### config.mk
export PLATFORM = sky130hd
export DESIGN_NAME = tmr16_core
export DESIGN_NICKNAME = d
export VERILOG_FILES = /design/src/hw/tmr16_pkg.sv /design/src/hw/tmr16_sync.sv /design/src/hw/tmr16_core.sv
export SDC_FILE = /design/constraint.sdc
export NUM_CORES = 1
export LEC_CHECK = 0
export BUFFER_PORTS_ARGS = -buffer_cell sky130_fd_sc_hd__buf_2
export CAP_MARGIN = 25
export CORE_AREA = 2 2 118 97
export CTS_CLUSTER_DIAMETER = 40
export DETAILED_ROUTE_END_ITERATION = 8
export DIE_AREA = 0 0 120 99
export PLACE_DENSITY = 0.75
export SETUP_SLACK_MARGIN = 0.5
export SLEW_MARGIN = 25
export SYNTH_ARGS = -nofsm -noshare
export SYNTH_HDL_FRONTEND = slang
export SYNTH_HIERARCHICAL = 1
export SYNTH_SLANG_ARGS = --single-unit
### constraint.sdc
create_clock -name CLOCK -period 1.8 [get_ports CLOCK]
set_input_delay 0.18 -clock CLOCK [delete_from_list [all_inputs] [get_ports CLOCK]]
set_output_delay 0.18 -clock CLOCK [all_outputs]
set_load 0.005 [all_outputs]
### src/hw/tmr16_pkg.sv
// Function
// - count pair upward, wrap all-ones to zero, latch overflow flag on wrap
// - interrupt output only when enable bit set; flag latches regardless
// - wide access bit buffers the high byte so two byte accesses act as one 16-bit access, else bytes are separate
// - capture timer select: 1x both units, 01 unit two only, 00 none
// - prescale select 11=1:8, 10=1:4, 01=1:2, 00=1:1 before increment
// - external clocking: bypass bit 1 skips the extra tick stage after the synchroniser, ignored when internal
// - source 0 counts every cycle; 1 counts rising edges after first fall
// - counts only while run bit is set; when clear, only writes and the trigger reset change it
// - three modes: timer, synchronous counter, asynchronous counter
// - aux oscillator enabled forces both oscillator pins to inputs
// - aux oscillator switched on by enable bit in sibling control
// - compare unit in mode 1011 resets counter on its trigger when unit one is assigned to this timer
// - trigger reset never sets the overflow flag
// - software write in same cycle as trigger wins over the reset
// - compare value acts as period, count restarts from zero two cycles after match
// - compare unit matches compare value against its assigned timer count
package tmr16_pkg;

    // ------------------------------------------------------------------
    // register offsets (byte addresses)
    // ------------------------------------------------------------------
    localparam logic [7:0] OFS_CONTROL   = 8'h00;
    localparam logic [7:0] OFS_COUNT_LO  = 8'h04;
    localparam logic [7:0] OFS_COUNT_HI  = 8'h08;
    localparam logic [7:0] OFS_STATUS    = 8'h0C;
    localparam logic [7:0] OFS_IRQ_EN    = 8'h10;
    localparam logic [7:0] OFS_SIB_CTRL  = 8'h14;
    localparam logic [7:0] OFS_CMP_MODE  = 8'h18;
    localparam logic [7:0] OFS_CMP_VALUE = 8'h1C;

    // ------------------------------------------------------------------
    // control field positions
    // ------------------------------------------------------------------
    localparam int CTL_RUN      = 0;
    localparam int CTL_CS       = 1;
    localparam int CTL_SYNC_BYP = 2;
    localparam int CTL_SEL_LO   = 3;
    localparam int CTL_PS_LO    = 4;
    localparam int CTL_PS_HI    = 5;
    localparam int CTL_SEL_HI   = 6;
    localparam int CTL_WIDE     = 7;
    localparam int SIB_OSC_EN   = 3;

    // ------------------------------------------------------------------
    // reset values and codes
    // ------------------------------------------------------------------
    localparam logic [7:0]  CONTROL_RST   = 8'h00;
    localparam logic [15:0] COUNT_RST     = 16'h0000;
    localparam logic [15:0] COUNT_MAX     = 16'hFFFF;
    localparam logic [7:0]  SIB_CTRL_RST  = 8'h00;
    localparam logic [3:0]  CMP_MODE_RST  = 4'h0;
    localparam logic [15:0] CMP_VALUE_RST = 16'h0000;
    localparam logic [3:0]  MODE_SPECIAL  = 4'hB;

    typedef enum logic [1:0] {
        TMR16_PS_1,
        TMR16_PS_2,
        TMR16_PS_4,
        TMR16_PS_8
    } tmr16_ps_t;

endpackage

### src/hw/tmr16_sync.sv
`timescale 1ns/10ps
module tmr16_sync (
    input  wire logic clk,
    input  wire logic rst_b,
    input  wire logic din,
    output logic      rise,
    output logic      fall
);

    logic stage1_r;
    logic stage2_r;
    logic stage3_r;
    logic stage1_nxt;
    logic stage2_nxt;
    logic stage3_nxt;

    always_comb begin
        stage1_nxt = din;
        stage2_nxt = stage1_r;
        stage3_nxt = stage2_r;
    end

    always_ff @(posedge clk or negedge rst_b) begin
        if (!rst_b) begin
            stage1_r <= 1'b0;
            stage2_r <= 1'b0;
            stage3_r <= 1'b0;
        end else begin
            stage1_r <= stage1_nxt;
            stage2_r <= stage2_nxt;
            stage3_r <= stage3_nxt;
        end
    end

    // edges seen only after the second stage, never the first
    assign rise = stage2_r & ~stage3_r;
    assign fall = ~stage2_r & stage3_r;

endmodule

### src/hw/tmr16_core.sv
`timescale 1ns/10ps
module tmr16_core (
    input  wire logic        CLOCK,
    input  wire logic        RST_B,
    input  wire logic        PSEL,
    input  wire logic        PENABLE,
    input  wire logic        PWRITE,
    input  wire logic [7:0]  PADDR,
    input  wire logic [31:0] PWDATA,
    output logic      [31:0] PRDATA,
    output logic             PREADY,
    output logic             PSLVERR,
    input  wire logic        EXT_COUNT_IN,
    input  wire logic        AUX_OSC_IN,
    input  wire logic [1:0]  PORT_DIR_OUT,
    input  wire logic [15:0] SIB_COUNT,
    output logic             IRQ,
    output logic             CCP1_USES_THIS,
    output logic             CCP2_USES_THIS,
    output logic             AUX_OSC_EN,
    output logic [1:0]       OSC_PIN_OE,
    output logic             SPECIAL_TRIG
);

    // ------------------------------------------------------------------
    // helpers
    // ------------------------------------------------------------------
    function automatic logic [2:0] presc_mask(input logic [1:0] sel);
        unique case (tmr16_pkg::tmr16_ps_t'(sel))
            tmr16_pkg::TMR16_PS_1: presc_mask = 3'h0;
            tmr16_pkg::TMR16_PS_2: presc_mask = 3'h1;
            tmr16_pkg::TMR16_PS_4: presc_mask = 3'h3;
            tmr16_pkg::TMR16_PS_8: presc_mask = 3'h7;
        endcase
    endfunction

    function automatic logic hit(input logic [7:0] addr,
                                 input logic [7:0] ofs);
        hit = (addr == ofs);
    endfunction

    // ------------------------------------------------------------------
    // state
    // ------------------------------------------------------------------
    logic [7:0]  ctl_r,       ctl_nxt;
    logic [15:0] count_r,     count_nxt;
    logic [7:0]  hi_buf_r,    hi_buf_nxt;
    logic        ovf_r,       ovf_nxt;
    logic        ie_r,        ie_nxt;
    logic [7:0]  sib_r,       sib_nxt;
    logic [3:0]  cmp_mode_r,  cmp_mode_nxt;
    logic [15:0] cmp_val_r,   cmp_val_nxt;
    logic [2:0]  pre_r,       pre_nxt;
    logic        armed_r,     armed_nxt;
    logic        tick_q_r,    tick_q_nxt;
    logic [31:0] prdata_r,    prdata_nxt;
    logic        pready_r,    pready_nxt;
    logic        pslverr_r,   pslverr_nxt;
    logic        irq_r,       irq_nxt;
    logic [1:0]  pin_oe_r,    pin_oe_nxt;
    logic        trig_r,      trig_nxt;
    logic        ccp2_r,      ccp2_nxt;

    logic        ext_src;
    logic        ext_rise;
    logic        ext_fall;
    logic        run;
    logic        ext_mode;
    logic        wide;
    logic        ext_tick;
    logic        src_tick;
    logic        inc;
    logic        acc_first;
    logic        acc_done;
    logic        wr_done;
    logic        mapped;
    logic        wr_lo;
    logic        wr_hi;
    logic        sw_count_wr;
    logic        unit1_this;
    logic        match;
    logic [15:0] unit1_count;

    assign run      = ctl_r[tmr16_pkg::CTL_RUN];
    assign ext_mode = ctl_r[tmr16_pkg::CTL_CS];
    assign wide     = ctl_r[tmr16_pkg::CTL_WIDE];

    // ------------------------------------------------------------------
    // external edge input
    // ------------------------------------------------------------------
    // aux oscillator select
    assign ext_src = sib_r[tmr16_pkg::SIB_OSC_EN] ? AUX_OSC_IN : EXT_COUNT_IN;

    tmr16_sync u_sync (
        .clk   (CLOCK),
        .rst_b (RST_B),
        .din   (ext_src),
        .rise  (ext_rise),
        .fall  (ext_fall)
    );

    always_comb begin
        if (!run || !ext_mode) begin
            armed_nxt = 1'b0;
        end else if (ext_fall) begin
            armed_nxt = 1'b1;
        end else begin
            armed_nxt = armed_r;
        end
    end

    assign ext_tick   = armed_r & ext_rise;
    assign tick_q_nxt = ext_tick;

    // mode and sync choice; synchronous mode adds one stage
    always_comb begin
        if (!ext_mode) begin
            src_tick = 1'b1;
        end else if (ctl_r[tmr16_pkg::CTL_SYNC_BYP]) begin
            src_tick = ext_tick;
        end else begin
            src_tick = tick_q_r;
        end
    end

    // ------------------------------------------------------------------
    // apb decode
    // ------------------------------------------------------------------
    // one wait state: data is prepared, then PREADY rises
    assign acc_first = PSEL & PENABLE & ~pready_r;
    assign acc_done  = PSEL & PENABLE & pready_r;
    assign wr_done   = acc_done & PWRITE & ~pslverr_r;

    always_comb begin
        mapped = hit(PADDR, tmr16_pkg::OFS_CONTROL)
               | hit(PADDR, tmr16_pkg::OFS_COUNT_LO)
               | hit(PADDR, tmr16_pkg::OFS_COUNT_HI)
               | hit(PADDR, tmr16_pkg::OFS_STATUS)
               | hit(PADDR, tmr16_pkg::OFS_IRQ_EN)
               | hit(PADDR, tmr16_pkg::OFS_SIB_CTRL)
               | hit(PADDR, tmr16_pkg::OFS_CMP_MODE)
               | hit(PADDR, tmr16_pkg::OFS_CMP_VALUE);
    end

    assign wr_lo       = wr_done & hit(PADDR, tmr16_pkg::OFS_COUNT_LO);
    assign wr_hi       = wr_done & hit(PADDR, tmr16_pkg::OFS_COUNT_HI);
    assign sw_count_wr = wr_lo | (wr_hi & ~wide);

    always_comb begin
        pready_nxt  = acc_first;
        pslverr_nxt = acc_first ? ~mapped : 1'b0;
        prdata_nxt  = prdata_r;
        hi_buf_nxt  = hi_buf_r;
        if (acc_first && !PWRITE) begin
            prdata_nxt = 32'h0000_0000;
            if (hit(PADDR, tmr16_pkg::OFS_CONTROL)) begin
                prdata_nxt[7:0] = ctl_r;
            end
            if (hit(PADDR, tmr16_pkg::OFS_COUNT_LO)) begin
                prdata_nxt[7:0] = count_r[7:0];
                if (wide) begin
                    hi_buf_nxt = count_r[15:8];
                end
            end
            if (hit(PADDR, tmr16_pkg::OFS_COUNT_HI)) begin
                prdata_nxt[7:0] = wide ? hi_buf_r : count_r[15:8];
            end
            if (hit(PADDR, tmr16_pkg::OFS_STATUS)) begin
                prdata_nxt[0] = ovf_r;
            end
            if (hit(PADDR, tmr16_pkg::OFS_IRQ_EN)) begin
                prdata_nxt[0] = ie_r;
            end
            if (hit(PADDR, tmr16_pkg::OFS_SIB_CTRL)) begin
                prdata_nxt[7:0] = sib_r;
            end
            if (hit(PADDR, tmr16_pkg::OFS_CMP_MODE)) begin
                prdata_nxt[3:0] = cmp_mode_r;
            end
            if (hit(PADDR, tmr16_pkg::OFS_CMP_VALUE)) begin
                prdata_nxt[15:0] = cmp_val_r;
            end
        end
        if (wr_hi && wide) begin
            hi_buf_nxt = PWDATA[7:0];
        end
    end

    // ------------------------------------------------------------------
    // configuration registers
    // ------------------------------------------------------------------
    always_comb begin
        ctl_nxt      = ctl_r;
        ie_nxt       = ie_r;
        sib_nxt      = sib_r;
        cmp_mode_nxt = cmp_mode_r;
        cmp_val_nxt  = cmp_val_r;
        if (wr_done && hit(PADDR, tmr16_pkg::OFS_CONTROL)) begin
            ctl_nxt = PWDATA[7:0];
        end
        if (wr_done && hit(PADDR, tmr16_pkg::OFS_IRQ_EN)) begin
            ie_nxt = PWDATA[0];
        end
        if (wr_done && hit(PADDR, tmr16_pkg::OFS_SIB_CTRL)) begin
            sib_nxt = PWDATA[7:0];
        end
        if (wr_done && hit(PADDR, tmr16_pkg::OFS_CMP_MODE)) begin
            cmp_mode_nxt = PWDATA[3:0];
        end
        if (wr_done && hit(PADDR, tmr16_pkg::OFS_CMP_VALUE)) begin
            cmp_val_nxt = PWDATA[15:0];
        end
    end

    // ------------------------------------------------------------------
    // compare unit one and counter
    // ------------------------------------------------------------------
    // timer assignment
    assign unit1_this  = ctl_r[tmr16_pkg::CTL_SEL_HI];
    assign unit1_count = unit1_this ? count_r : SIB_COUNT;

    assign match    = (cmp_mode_r == tmr16_pkg::MODE_SPECIAL)
                    & (unit1_count == cmp_val_r);
    assign trig_nxt = match;

    // prescaler, cleared by low-byte writes only
    always_comb begin
        pre_nxt = pre_r;
        inc     = 1'b0;
        if (wr_lo) begin
            pre_nxt = 3'h0;
        end else if (run && src_tick) begin
            if (pre_r == presc_mask(ctl_r[tmr16_pkg::CTL_PS_HI:
                                          tmr16_pkg::CTL_PS_LO])) begin
                pre_nxt = 3'h0;
                inc     = 1'b1;
            end else begin
                pre_nxt = pre_r + 3'h1;
            end
        end
    end

    always_comb begin
        count_nxt = count_r;
        ovf_nxt   = ovf_r;
        // software clears the flag by writing one
        if (wr_done && hit(PADDR, tmr16_pkg::OFS_STATUS) && PWDATA[0]) begin
            ovf_nxt = 1'b0;
        end
        if (sw_count_wr) begin
            if (wr_lo) begin
                count_nxt = wide ? {hi_buf_r, PWDATA[7:0]}
                                 : {count_r[15:8], PWDATA[7:0]};
            end else begin
                count_nxt = {PWDATA[7:0], count_r[7:0]};
            end
        end else if (trig_r && unit1_this) begin
            count_nxt = tmr16_pkg::COUNT_RST;
        end else if (inc) begin
            // wrap and latch; set wins over clear
            count_nxt = count_r + 16'h0001;
            if (count_r == tmr16_pkg::COUNT_MAX) begin
                ovf_nxt = 1'b1;
            end
        end
    end

    // ------------------------------------------------------------------
    // output registers
    // ------------------------------------------------------------------
    // gated interrupt
    assign irq_nxt = ovf_r & ie_r;

    assign pin_oe_nxt = sib_r[tmr16_pkg::SIB_OSC_EN] ? 2'h0 : PORT_DIR_OUT;

    always_ff @(posedge CLOCK or negedge RST_B) begin
        if (!RST_B) begin
            ctl_r      <= tmr16_pkg::CONTROL_RST;
            count_r    <= tmr16_pkg::COUNT_RST;
            hi_buf_r   <= 8'h00;
            ovf_r      <= 1'b0;
            ie_r       <= 1'b0;
            sib_r      <= tmr16_pkg::SIB_CTRL_RST;
            cmp_mode_r <= tmr16_pkg::CMP_MODE_RST;
            cmp_val_r  <= tmr16_pkg::CMP_VALUE_RST;
            pre_r      <= 3'h0;
            armed_r    <= 1'b0;
            tick_q_r   <= 1'b0;
            prdata_r   <= 32'h0000_0000;
            pready_r   <= 1'b0;
            pslverr_r  <= 1'b0;
            irq_r      <= 1'b0;
            pin_oe_r   <= 2'h0;
            trig_r     <= 1'b0;
            ccp2_r     <= 1'b0;
        end else begin
            ctl_r      <= ctl_nxt;
            count_r    <= count_nxt;
            hi_buf_r   <= hi_buf_nxt;
            ovf_r      <= ovf_nxt;
            ie_r       <= ie_nxt;
            sib_r      <= sib_nxt;
            cmp_mode_r <= cmp_mode_nxt;
            cmp_val_r  <= cmp_val_nxt;
            pre_r      <= pre_nxt;
            armed_r    <= armed_nxt;
            tick_q_r   <= tick_q_nxt;
            prdata_r   <= prdata_nxt;
            pready_r   <= pready_nxt;
            pslverr_r  <= pslverr_nxt;
            irq_r      <= irq_nxt;
            pin_oe_r   <= pin_oe_nxt;
            trig_r     <= trig_nxt;
            ccp2_r     <= ccp2_nxt;
        end
    end

    assign PRDATA         = prdata_r;
    assign PREADY         = pready_r;
    assign PSLVERR        = pslverr_r;
    assign IRQ            = irq_r;
    // unit two uses this timer for 1x and 01
    assign CCP1_USES_THIS = ctl_r[tmr16_pkg::CTL_SEL_HI];
    assign ccp2_nxt       = ctl_nxt[tmr16_pkg::CTL_SEL_HI]
                          | ctl_nxt[tmr16_pkg::CTL_SEL_LO];
    assign CCP2_USES_THIS = ccp2_r;
    assign AUX_OSC_EN     = sib_r[tmr16_pkg::SIB_OSC_EN];
    assign OSC_PIN_OE     = pin_oe_r;
    assign SPECIAL_TRIG   = trig_r;

endmodule

==> metrics.cfg <==
[global_route]
antenna_found_initial = 0
grt_pass1_vias = 4978
grt_overflow = 0
grt_pass1_wl_um = 27000
grt_usage_pct = 29.5
grt_max_degree = 47

[cells_and_area]
stdcell_area_sq_um = 7840
multiInputGateArea_sq_um = 3460
seqCellArea_sq_um = 2330
diodes = 0
mostFrequentLayoutCells = dfrtp_1, buf_2, buf_4, mux2_4, nor2_1
nets = 765
fin_cells = 847
final_common_cell = dfrtp_1
fillers = 662
area_delta_synth_final_pct = 49.4
drive_gt1_share_pct = 49.9
finalCoreUtilization_pct = 73.4

[synth]
ys_types = 63
synth_fa_ha_area_share_pct = 0.477
synth_area_sq_um = 5250
synthMuxAreaShare_pct = 15.0
synth_area_per_cell_sq_um = 9.92
postSynthCellCount = 529
synth-seq-area-share_pct = 44.3
ys_ff_latch = 93
synth_flop_cell = dfrtp_1
synth-edff-count = 0
synth_compound_area_share_pct = 14.6
ys_async_sr_fraction_pct = 100
ys_warn_count = 6
synth_top_family_by_area = simple AND/OR/NAND/NOR gates
synth_simple_gate_area_share_pct = 17.5
synth-xor-area-share_pct = 2.84

[floorplan]
ios = 106
core_area_sq_um = 10700
die_x_um = 120
dieArea_sq_um = 11900
rows = 34
initial_core_util_pct = 49.1
die_h_um = 99

[sta]
finalCritPeriodShare_pct = 111
final.setup.worst_slack_ns = -0.197
setup_viol = 36
hold_viol = 0
skew_ns = 0.0109
rsz0062_at_grt = yes
slew_viol_final = 0
max_freq_mhz = 501
final.min_clock_period_ns = 2.00

[worst_setup_path]
critPathKind = reg2reg
crit_slowest_cell = dfrtp_1
cp.arrival_ns = 2.22
endpoint_kind = flip-flop
reg2reg_slack_ns = -0.20
critPathMaxFanout = 6
start_kind = flip-flop
crit_top_cell = a21oi_1
required_ns = 2.03
worstPathCellList = and4b_1 -> nand4_1 -> buf_6 -> o21ai_4 -> buf_4 -> nor2_1 -> a21oi_1 -> a21oi_1
critPathMaxStageDelay_ns = 0.38

[run_status]
violations = setup timing
status = finished with violations

[cts]
cts_tree = done
path_clk_slew_ns = 0.07
clock_path_buffers = 2
ctsHtreeMaxLevel = 3
cts_buffers = 9
cts_root_buf = clkbuf_16
clock_sinks = 93
clk_latency_ns = 0.35

[drt]
ant_nets = 0
totalWireLength_um = 19700
vias_per_cell = 6.38
via_count = 5405
drt-pass1-iter-count = 5
drc = 0
routedWlPerCell_um = 23.3
drt_iter0_markers = 609

[power_and_ir_drop]
ir_drop_v = 0.000424
p_per_area_nw_per_um2 = 600
p_leak_nw = 3.60

[flow_run]
drv_cap = 0

[place]
place_inst = 800
place_area_sq_um = 6330
place_hpwl_um = 12000
gp_congestion = 0.953
portBuffers = 73

[hold_path]
hp-class = in2reg

[routing by layer]
layer  part of all wire, %  track usage (%)  wire length (um)  vias up
met3                    11             7.00              2100      111
li1                      -                -                 -     2252
met2                    46             46.2              9170      438
met5                     0                0                 0        -
met1                    37             40.5              7360     2604
met4                   5.6             9.95              1100        0
[registers in the layout, summed over array words and instances (netlist names), 2 cells and up]
register    cells
cmp_mode_r      4
count_r        16
pre_r           3
ctl_r           8
cmp_val_r      16
OSC_PIN_OE      2
PRDATA         16
sib_r           8
hi_buf_r        8
[cell usage after synthesis (5+ instances only)]
cell type | number | area [sq um]
dfrtp_1 | 93 | 2330
nand2_1 | 46 | 173
nor2_1 | 43 | 161
mux2_1 | 37 | 417
mux2i_1 | 26 | 260
a21oi_1 | 24 | 120
a31oi_1 | 20 | 125
nand3_1 | 18 | 90.1
buf_4 | 17 | 128
clkbuf_1 | 16 | 60.1
a22oi_1 | 15 | 113
xnor2_1 | 13 | 114
nor3_1 | 12 | 60.1
o21ai_0 | 9 | 45.0
o22ai_1 | 9 | 56.3
mux2_2 | 8 | 90.1
o21ai_1 | 8 | 40.0
and2_1 | 7 | 43.8
and3_1 | 7 | 43.8
buf_2 | 7 | 35.0
nor2b_1 | 7 | 43.8
inv_1 | 6 | 22.5
a22o_1 | 5 | 43.8
nand4_1 | 5 | 31.3
[power by group]
part / leakage (nW) / total (W) / internal, W / switching (W)
logic: 2.18 / 0.000436 / 0.000174 / 0.000261
clock network: 0.160 / 0.00212 / 0.00127 / 0.000852
registers: 1.26 / 0.00215 / 0.00212 / 0.0000257
total: 3.60 / 0.00470 / 0.00357 / 0.00114
[worst max-delay path, delay by kind of cell (launching register included)]
kind | cells | cell delay (ns)
flip-flops | 1 | 0.38
AO/OA/AOI/OAI | 3 | 0.54
AND/OR/NAND/NOR | 3 | 0.54
buffers and inverters | 2 | 0.41
[path summary, 6_finish.rpt]
kind | endpoint | from | cells past startpoint
setup / recovery | count_r[0] | PSLVERR | 8
hold / removal | cmp_val_r[9] | PWDATA[9] | 2
setup reg to reg | count_r[0] | PSLVERR | 8
hold reg to reg | u_sync/stage2_r | u_sync/stage1_r | 0
max in group asynchronous | cmp_val_r[3] | RST_B | 3
min in group asynchronous | ctl_r[1] | RST_B | 2
[timing repair]
item / in CTS / in global routing
pin swaps: 29 / 39
hold endpoints to repair: 23 / 0
hold buffers: 1 / 0
buffers inserted: 9 / 17
gates resized for setup: 104 / 115
cloned: 2 / 2
endpoints found under the setup margin: 84 / 84
[stage by stage]
step                      setup WS, ns  hold WS (ns)  total power [W]  setup TNS [ns]
after CTS                      -0.0147        0.0555          0.00467         -0.0397
final                           -0.197        0.0572          0.00470           -2.11
after detailed placement        -0.282         0.102          0.00255          -13.40
after global routing            -0.215        0.0506          0.00485           -3.65
after global placement          -0.242         0.103          0.00254          -11.21
after floorplan                 -0.141        -0.116          0.00235           -2.38
[cell families after synthesis]
| logic type | count (synthesis) |
|---|---|
| mux | 72 |
| xor+xnor | 17 |
| flops | 93 |
| other cells | 1 |
| compound gates | 116 |
| simple gates | 177 |
| buf+inv | 51 |
| fa+ha+maj | 2 |
[area by class of cell]
type                            count  share of cell area [%]
Clock buffer                       10                    3.05
Clock inverter                      6                    1.20
Inverter                            6                   0.287
Multi-Input combinational cell    401                    44.2
Sequential cell                    93                    29.7
Tap cell                          144                    2.30
Timing Repair Buffer              187                    19.3
Note: power is estimated with default switching activity, not from simulation.
